$ cat src/common/eap_pkg.sv
// Package for the extended register access portal: offsets, fields, modes, carriers
// Summary of operation
// [RL1] Indirect access to 32 devices, 65536 registers
// [RL2] Control bits 4:0 select target device
// [RL3] Control bits 15:14 choose portal meaning
// [RL4] Mode 00 pointer; 01 data, no increment
// [RL5] Mode 10 increments after reads and writes
// [RL6] Mode 11 increments after writes only
// [RL7] Mode 00 portal writes/reads stored address
// [RL8] Data modes access register at stored address
// [RL9] Host loads address, sets data mode, writes
// [RL10] Host may stream reads with post increment
// [RL11] Both portal registers reset to zero
// [RL12] Unsupported targets read zero, ignore writes
`default_nettype none

package eap_pkg;

  localparam int          REG_AW        = 5;
  localparam int          DATA_W        = 16;
  localparam int          DEV_W         = 5;
  localparam int          DEV_COUNT     = 32;

  localparam logic [4:0]  REG_CTRL_OFS  = 5'h0d;
  localparam logic [4:0]  REG_DATA_OFS  = 5'h0e;

  localparam int          CTRL_MODE_MSB = 15;
  localparam int          CTRL_MODE_LSB = 14;
  localparam int          CTRL_DEV_MSB  = 4;
  localparam int          CTRL_DEV_LSB  = 0;

  localparam logic [15:0] CTRL_RESET    = 16'h0000;
  localparam logic [15:0] PTR_RESET     = 16'h0000;

  localparam int          SYS_CLK_NS    = 20;
  localparam int          EXT_TMO_NS    = 320;
  localparam int          EXT_TMO_CYC   = (EXT_TMO_NS / SYS_CLK_NS) < 1 ? 1
                                          : (EXT_TMO_NS / SYS_CLK_NS);

  typedef enum logic [1:0] {
    EAP_MODE_ADDR    = 2'h0,
    EAP_MODE_DATA    = 2'h1,
    EAP_MODE_INC_RW  = 2'h2,
    EAP_MODE_INC_WR  = 2'h3
  } eap_mode_t;

  typedef struct packed {
    logic              wr;
    logic              rd;
    logic [4:0]        addr;
    logic [15:0]       wdata;
  } eap_mgmt_req_t;

  typedef struct packed {
    logic              wr;
    logic              rd;
    logic [4:0]        dev;
    logic [15:0]       addr;
    logic [15:0]       wdata;
  } eap_ext_req_t;

endpackage : eap_pkg

`default_nettype wire

$ cat src/verilog/eap_ptr_bank.sv
// Per-device stored register address pointers
`default_nettype none

module eap_ptr_bank #(
  parameter int DEVS = 32,
  parameter int DW   = 5,
  parameter int AW   = 16
) (
  input  wire logic          sys_clk,
  input  wire logic          srst,
  input  wire logic [DW-1:0] sel_dev,
  input  wire logic          load_en,
  input  wire logic [AW-1:0] load_val,
  input  wire logic          inc_en,
  output logic      [AW-1:0] sel_ptr
);

  logic [DEVS-1:0][AW-1:0] ptr_q;

  genvar g;
  generate
    for (g = 0; g < DEVS; g++) begin : g_ptr
      always_ff @(posedge sys_clk) begin
        if (srst) begin
          ptr_q[g] <= AW'(eap_pkg::PTR_RESET);
        end else if (sel_dev == DW'(g)) begin
          if (load_en) begin
            ptr_q[g] <= load_val;                 // [RL7]
          end else if (inc_en) begin
            ptr_q[g] <= ptr_q[g] + {{(AW-1){1'b0}}, 1'b1}; // [RL5] [RL6]
          end
        end
      end
    end
  endgenerate

  assign sel_ptr = ptr_q[sel_dev];

endmodule : eap_ptr_bank

`default_nettype wire

$ cat src/verilog/eap_ext_timer.sv
// Watchdog on an outstanding extended register access
`default_nettype none

module eap_ext_timer #(
  parameter int CYC = 16
) (
  input  wire logic sys_clk,
  input  wire logic srst,
  input  wire logic run,
  output logic      expired
);

  localparam int          CW    = $clog2(CYC + 1);
  localparam logic [CW-1:0] LIMIT = CW'(CYC - 1);

  logic [CW-1:0] cnt_reg;

  always_ff @(posedge sys_clk) begin
    if (srst || !run) begin
      cnt_reg <= '0;
    end else if (cnt_reg != LIMIT) begin
      cnt_reg <= cnt_reg + {{(CW-1){1'b0}}, 1'b1};
    end
  end

  assign expired = run && (cnt_reg == LIMIT);

endmodule : eap_ext_timer

`default_nettype wire

$ cat src/verilog/eap_portal.sv
// Control and register/data portal into the extended management register space
`default_nettype none

module eap_portal #(
  parameter logic [31:0] DEV_MASK = 32'hffff_ffff,
  parameter int          TMO_CYC  = eap_pkg::EXT_TMO_CYC
) (
  input  wire logic                  sys_clk,
  input  wire logic                  srst,
  input  wire eap_pkg::eap_mgmt_req_t mgmt_req,
  output logic                       mgmt_ready,
  output logic [15:0]                mgmt_rdata,
  output logic                       mgmt_rvalid,
  output eap_pkg::eap_ext_req_t      ext_req,
  input  wire logic                  ext_ack,
  input  wire logic                  ext_hit,
  input  wire logic [15:0]           ext_rdata,
  output logic [1:0]                 cur_mode,
  output logic [4:0]                 cur_dev
);

  typedef enum logic [1:0] {
    EAP_ST_IDLE = 2'b01,
    EAP_ST_EXT  = 2'b10
  } eap_state_t;

  eap_state_t            state_reg;
  eap_state_t            state_next;
  logic [15:0]           ctrl_reg;
  logic                  ready_reg;
  logic [15:0]           rdata_reg;
  logic                  rvalid_reg;
  eap_pkg::eap_ext_req_t ext_reg;
  logic                  op_wr_reg;
  eap_pkg::eap_mode_t    op_mode_reg;

  eap_pkg::eap_mode_t    mode;
  logic [4:0]            dev;
  logic [15:0]           ptr;
  logic                  take;
  logic                  ctrl_acc;
  logic                  data_acc;
  logic                  data_mode;
  logic                  dev_ok;
  logic                  launch;
  logic                  local_done;
  logic                  finish;
  logic                  expired;
  logic                  ptr_load;
  logic                  ptr_inc;

  // Post increment decision from mode and direction
  function automatic logic inc_after(input eap_pkg::eap_mode_t m, input logic wr);
    inc_after = (m == eap_pkg::EAP_MODE_INC_RW) ||          // [RL5]
                ((m == eap_pkg::EAP_MODE_INC_WR) && wr);    // [RL6]
  endfunction : inc_after

  assign mode      = eap_pkg::eap_mode_t'(ctrl_reg[eap_pkg::CTRL_MODE_MSB:eap_pkg::CTRL_MODE_LSB]);
  assign dev       = ctrl_reg[eap_pkg::CTRL_DEV_MSB:eap_pkg::CTRL_DEV_LSB]; // [RL2]

  // Write wins when both strobes arrive together
  assign take      = ready_reg && (mgmt_req.wr || mgmt_req.rd);
  assign ctrl_acc  = take && (mgmt_req.addr == eap_pkg::REG_CTRL_OFS);
  assign data_acc  = take && (mgmt_req.addr == eap_pkg::REG_DATA_OFS);
  assign data_mode = (mode != eap_pkg::EAP_MODE_ADDR);                      // [RL3]
  assign dev_ok    = DEV_MASK[dev];
  assign launch    = data_acc && data_mode && dev_ok;                       // [RL8]
  assign local_done = data_acc && data_mode && !dev_ok;                     // [RL12]
  assign finish    = (state_reg == EAP_ST_EXT) && (ext_ack || expired);
  assign ptr_load  = data_acc && !data_mode && mgmt_req.wr;                 // [RL7]
  assign ptr_inc   = (local_done && inc_after(mode, mgmt_req.wr)) ||       // [RL12]
                     (finish && inc_after(op_mode_reg, op_wr_reg));        // [RL4]

  eap_ptr_bank #(
    .DEVS (eap_pkg::DEV_COUNT),
    .DW   (eap_pkg::DEV_W),
    .AW   (eap_pkg::DATA_W)
  ) u_ptr_bank (
    .sys_clk  (sys_clk),
    .srst     (srst),
    .sel_dev  (dev),
    .load_en  (ptr_load),
    .load_val (mgmt_req.wdata),
    .inc_en   (ptr_inc),
    .sel_ptr  (ptr)
  );

  eap_ext_timer #(
    .CYC (TMO_CYC)
  ) u_ext_timer (
    .sys_clk (sys_clk),
    .srst    (srst),
    .run     (state_reg == EAP_ST_EXT),
    .expired (expired)
  );

  always_comb begin
    state_next = state_reg;
    unique case (state_reg)
      EAP_ST_IDLE: begin
        if (launch) begin
          state_next = EAP_ST_EXT;
        end
      end
      EAP_ST_EXT: begin
        if (finish) begin
          state_next = EAP_ST_IDLE;
        end
      end
      default: begin
        state_next = EAP_ST_IDLE;
      end
    endcase
  end

  always_ff @(posedge sys_clk) begin
    if (srst) begin
      state_reg <= EAP_ST_IDLE;
      ready_reg <= 1'b0;
    end else begin
      state_reg <= state_next;
      ready_reg <= (state_next == EAP_ST_IDLE);
    end
  end

  // Control register: all sixteen bits stored, reserved ones included
  always_ff @(posedge sys_clk) begin
    if (srst) begin
      ctrl_reg <= eap_pkg::CTRL_RESET;                                     // [RL11]
    end else if (ctrl_acc && mgmt_req.wr) begin
      ctrl_reg <= mgmt_req.wdata;                                          // [RL2] [RL3]
    end
  end

  // Outstanding extended access, held until acknowledged or timed out
  always_ff @(posedge sys_clk) begin
    if (srst) begin
      ext_reg     <= '0;
      op_wr_reg   <= 1'b0;
      op_mode_reg <= eap_pkg::EAP_MODE_ADDR;
    end else if (launch) begin
      ext_reg.wr    <= mgmt_req.wr;
      ext_reg.rd    <= !mgmt_req.wr;
      ext_reg.dev   <= dev;
      ext_reg.addr  <= ptr;                                                // [RL1] [RL8]
      ext_reg.wdata <= mgmt_req.wdata;
      op_wr_reg     <= mgmt_req.wr;
      op_mode_reg   <= mode;
    end else if (finish) begin
      ext_reg.wr <= 1'b0;
      ext_reg.rd <= 1'b0;
    end
  end

  // Read answers
  always_ff @(posedge sys_clk) begin
    if (srst) begin
      rdata_reg  <= 16'h0000;
      rvalid_reg <= 1'b0;
    end else begin
      rvalid_reg <= 1'b0;
      if (ctrl_acc && !mgmt_req.wr) begin
        rdata_reg  <= ctrl_reg;
        rvalid_reg <= 1'b1;
      end else if (data_acc && !data_mode && !mgmt_req.wr) begin
        rdata_reg  <= ptr;                                                 // [RL7]
        rvalid_reg <= 1'b1;
      end else if (local_done && !mgmt_req.wr) begin
        rdata_reg  <= 16'h0000;                                            // [RL12]
        rvalid_reg <= 1'b1;
      end else if (finish && !op_wr_reg) begin
        rdata_reg  <= (ext_ack && ext_hit) ? ext_rdata : 16'h0000;         // [RL8] [RL12]
        rvalid_reg <= 1'b1;
      end
    end
  end

  assign mgmt_ready  = ready_reg;
  assign mgmt_rdata  = rdata_reg;
  assign mgmt_rvalid = rvalid_reg;
  assign ext_req     = ext_reg;
  assign cur_mode    = ctrl_reg[eap_pkg::CTRL_MODE_MSB:eap_pkg::CTRL_MODE_LSB];
  assign cur_dev     = ctrl_reg[eap_pkg::CTRL_DEV_MSB:eap_pkg::CTRL_DEV_LSB];

endmodule : eap_portal

`default_nettype wire

$ cat config.mk
export PLATFORM = sky130hd
export DESIGN_NAME = eap_portal
export DESIGN_NICKNAME = d
export VERILOG_FILES = /design/src/common/eap_pkg.sv /design/src/verilog/eap_ptr_bank.sv /design/src/verilog/eap_ext_timer.sv /design/src/verilog/eap_portal.sv
export SDC_FILE = /design/constraint.sdc
export NUM_CORES = 2
export LEC_CHECK = 0
export BUFFER_PORTS_ARGS = -buffer_cell sky130_fd_sc_hd__buf_4
export CORE_MARGIN = 1
export CORE_UTILIZATION = 45
export DETAILED_ROUTE_END_ITERATION = 7
export PLACE_DENSITY_LB_ADDON = 0.12
export SLEW_MARGIN = 20
export SYNTH_ARGS = -nofsm -noshare
export SYNTH_HDL_FRONTEND = slang
export SYNTH_HIERARCHICAL = 1
export SYNTH_SLANG_ARGS = --single-unit
$ cat constraint.sdc
create_clock -name sys_clk -period 3.6 [get_ports sys_clk]
set_clock_uncertainty 0.05 [all_clocks]
set_input_delay 0.54 -clock sys_clk [delete_from_list [all_inputs] [get_ports sys_clk]]
set_output_delay 0.54 -clock sys_clk [all_outputs]
set_load 0.1 [all_outputs]
==> summary.md <==
| Metric | Value |
|---|---|
| Seq/Total Area, Yosys | 0.318 |
| Starting Density | 0.456 |
| WS Path Type | flop to flop |
| Leak | between 10 and 15 nW |
| Prevailing post-synth register cell | dfxtp_1 |
| Mapped Area | 37,400 sq um |
| Synth cell types | 92 |
| Pins over their slew limit | 0 |
| Met3 routed WL | between 15,000 and 20,000 um |
| First-pass DRT Iterations | 8 |
| F_max | ~280 MHz |
| Final setup fails | 0 |
| Top Layer Used | met5 |
| Gate Count Post-Synth | ~4,900 |
| Pwr Total | around 14 mW |
| Failing checks | design-rule violations |
| Final Hold Violating Endpoints | 0 |
| Mean post-synth cell area | slightly below 8 sq um |
| Final wirelength | about 160,000 um |
| Initial antenna violation count | 13 |
| Yosys warns | 6 |
| Fin util | 0.514 |
| Die Y | approximately 290 um |
| Maximum vdd drop | 302 uV |
| Number of synthesized flops with an enable pin | 0 |
| Starting DRC count in detailed routing | about 5,500 |
| Crit path max fanout | 17 |
| DR vias | about 41,000 |
| M1 WL | around 65,000 um |
| CP max-delay cell | dfxtp_4 |
| H-Tree Depth | 3 |
| Final ANT Viol Nets | 0 |
| Core area | between 80,000 and 90,000 sq um |
| Clock latency on the worst-skew pair | 0.64 ns |
| Max reg flops | 512 |
| Synth top area share | 0.318 |
| CP startpoint kind | flop |
| HP Class | primary input to flop |
| Most frequent cells in the layout | dfxtp_1 (591), a21oi_1 (550), o21ai_0 (543), nor2_1 (463), nand2_1 (412) |
| # hold bufs at CTS | 0 |
| Vias in the first global route | 36,000 |
| Clk pin slew, worst setup/hold paths | roughly 0.060 ns |
| Slew headroom | 0.243 |
| Max stage delay on crit path | between 0.7 and 0.8 ns |
| Pre-CTS setup slack | -0.158 ns |
| Max-Cap Viols | 0 |
| Clock Tree Buf Depth | 3 |
| Die area | around 84,000 sq um |
| Wire length per cell | about 27 um |
| Period Utilization, post-route | 0.990 |
| Worst EP arrival | around 4 ns |
| Slew @ Worst Pin | about 1.1 ns |
| Setup WS post-layout | roughly 0.038 ns |
| Gpl congestion | just over 1 |
| Sink Count | a little under 600 |
| Post-layout min period | between 3 and 4 ns |
| Met2 routed WL | ~70,000 um |
| Detail Placement HPWL | ~110,000 um |
| DRC | 3 |
| Total global-route track usage | 0.362 |
| Top reg by flops | u_ptr_bank/ptr_q |
| I/O Pins | 107 |
| Nets | 4,943 |
| Worst-path cell chain | buf_12, buf_4, or3_1, o22ai_1, nor3_1, a22oi_1, o21a_1, a22oi_1, o22a_1, nor3_2 |
| Via density | 6.77 |
| Outcome | finished with violations |
| Area contributors post-synth | dfxtp_1 (32%), a21oi_1 (7.4%), o21ai_0 (7.3%) |
| Required time of the critical path | 4.05 ns |
| DIE WIDTH | between 200 and 300 um |
| Critical path's most frequent cell | a22oi_1 |
| I/O Buffers | 106 |
| Area leader, netlist | dfxtp_1 |
| CTS tree | done |
| Gr ovfl total | 0 |
| Share of cells above drive strength 1 | 0.132 |
| Net Count, Synth | 4,943 |
| Largest net degree at the start of global routing | 128 |
| Total CTS buffers | 71 |
| Global-route wire length before repair | 236,000 um |
| Most common cell after layout, fill and taps aside | dfxtp_1 |
| Pwr/cell area | 338 nW/um^2 |
| Row Count | approximately 110 |
| Root buf cell | clkbuf_16 |
| Number of synthesized register bits | roughly 600 |
| Nature of the critical path endpoint | flop |
| Async S/R FF share, synth | 0 |
| Area Overhead vs Synth | 12.9% |
| RSZ-0062 raised after global routing | false |
## report_power, final
group	leakage [nW]	switching, mW	internal [mW]
Sequential	4.79	0.0101	6.59
Clock	1.11	3.07	4.20
Combinational	7.11	0.299	0.105
## cell usage after synthesis (all sizes together), types with 14 or more instances
| cell type | instances |
|---|---|
| a2111oi | 18 |
| nor3 | 194 |
| or2 | 14 |
| and2 | 33 |
| o31ai | 40 |
| a32o | 17 |
| or4 | 14 |
| a31oi | 128 |
| dfxtp | 595 |
| a21oi | 550 |
| or3 | 22 |
| and3 | 64 |
| nor2b | 19 |
| a22oi | 27 |
| mux4 | 86 |
| and4 | 37 |
| o211ai | 14 |
| o41ai | 23 |
| o21a | 28 |
| inv | 53 |
| nand4 | 71 |
| a21o | 19 |
| buf | 141 |
| ha | 36 |
| clkbuf | 278 |
| mux2i | 129 |
| a311oi | 100 |
| nand2 | 417 |
| o32ai | 27 |
| nor3b | 39 |
| o22ai | 62 |
| mux2 | 20 |
| a211oi | 29 |
| nor4 | 89 |
| nand2b | 28 |
| o21ai | 545 |
| nor4b | 28 |
| nand3 | 215 |
| nor2 | 467 |
## layer usage
layer / up-vias / GRT usage
met5: - / 0
met3: 461 / 0.0692
met1: 19400 / 0.486
li1: 18400 / -
met2: 2295 / 0.549
met4: 6 / 0.196
## area by class of cell
cell class              instances  area (sq um)
diodes                          9          22.5
clock buffers                 107          2080
clock inverters                14           160
fillers                      7942         39900
inverters                      54           205
multi-input cells            3796         23500
flip-flops and latches        595         11900
well taps                    1070          1340
repair buffers                346          2980
## worst paths after layout
| check | slack [ns] | endpoint | cells past startpoint | from |
|---|---|---|---|---|
| setup / recovery | 0.04 | mgmt_rdata[11] | 10 | ctrl_reg[0] |
| hold / removal | 0.13 | ext_req[2] | 3 | mgmt_req[2] |
| setup reg to reg | 0.04 | mgmt_rdata[11] | 10 | ctrl_reg[0] |
| hold reg to reg | 0.40 | ext_req[36] | 2 | ext_req[36] |
## kinds of logic (layout without fill, tap and decap cells)
family	after synthesis	after routing	synth area share
AOI/OAI and AO/OA	1731	1731	0.281
DFF	595	595	0.318
and+or+nand+nor	1769	1769	0.234
other	0	9	0
xor gates and xnor gates	25	25	0.00585
adders and majority gates	36	36	0.0120
muxes	235	235	0.0925
buffers and inverters	473	521	0.0556
## what timing repair did
item                       CTS  global route
pin swaps                    0             1
gates resized for setup      3            11
buffers inserted             0             8
setup endpoints to repair   34           105
## per-stage QoR
step                      cell area (sq um)  TNS (ns)  cells  hold slack [ns]
after floorplan                       37400         0   4864            0.383
after detailed placement              39800    -0.597   5853            0.397
after CTS                             42100         0   5974            0.104
final                                 42200         0   5991            0.129
after global placement                39800    -0.308   5853            0.392
after global routing                  42200         0   5982            0.149
## worst max-delay path, delay by kind of cell (launching register included)
family,cells,cell delay (ns)
AO/OA/AOI/OAI,5,1.13
flip-flops,1,0.72
AND/OR/NAND/NOR,3,1.15
buffers and inverters,2,0.37
Note: power is estimated with default switching activity, not from simulation.
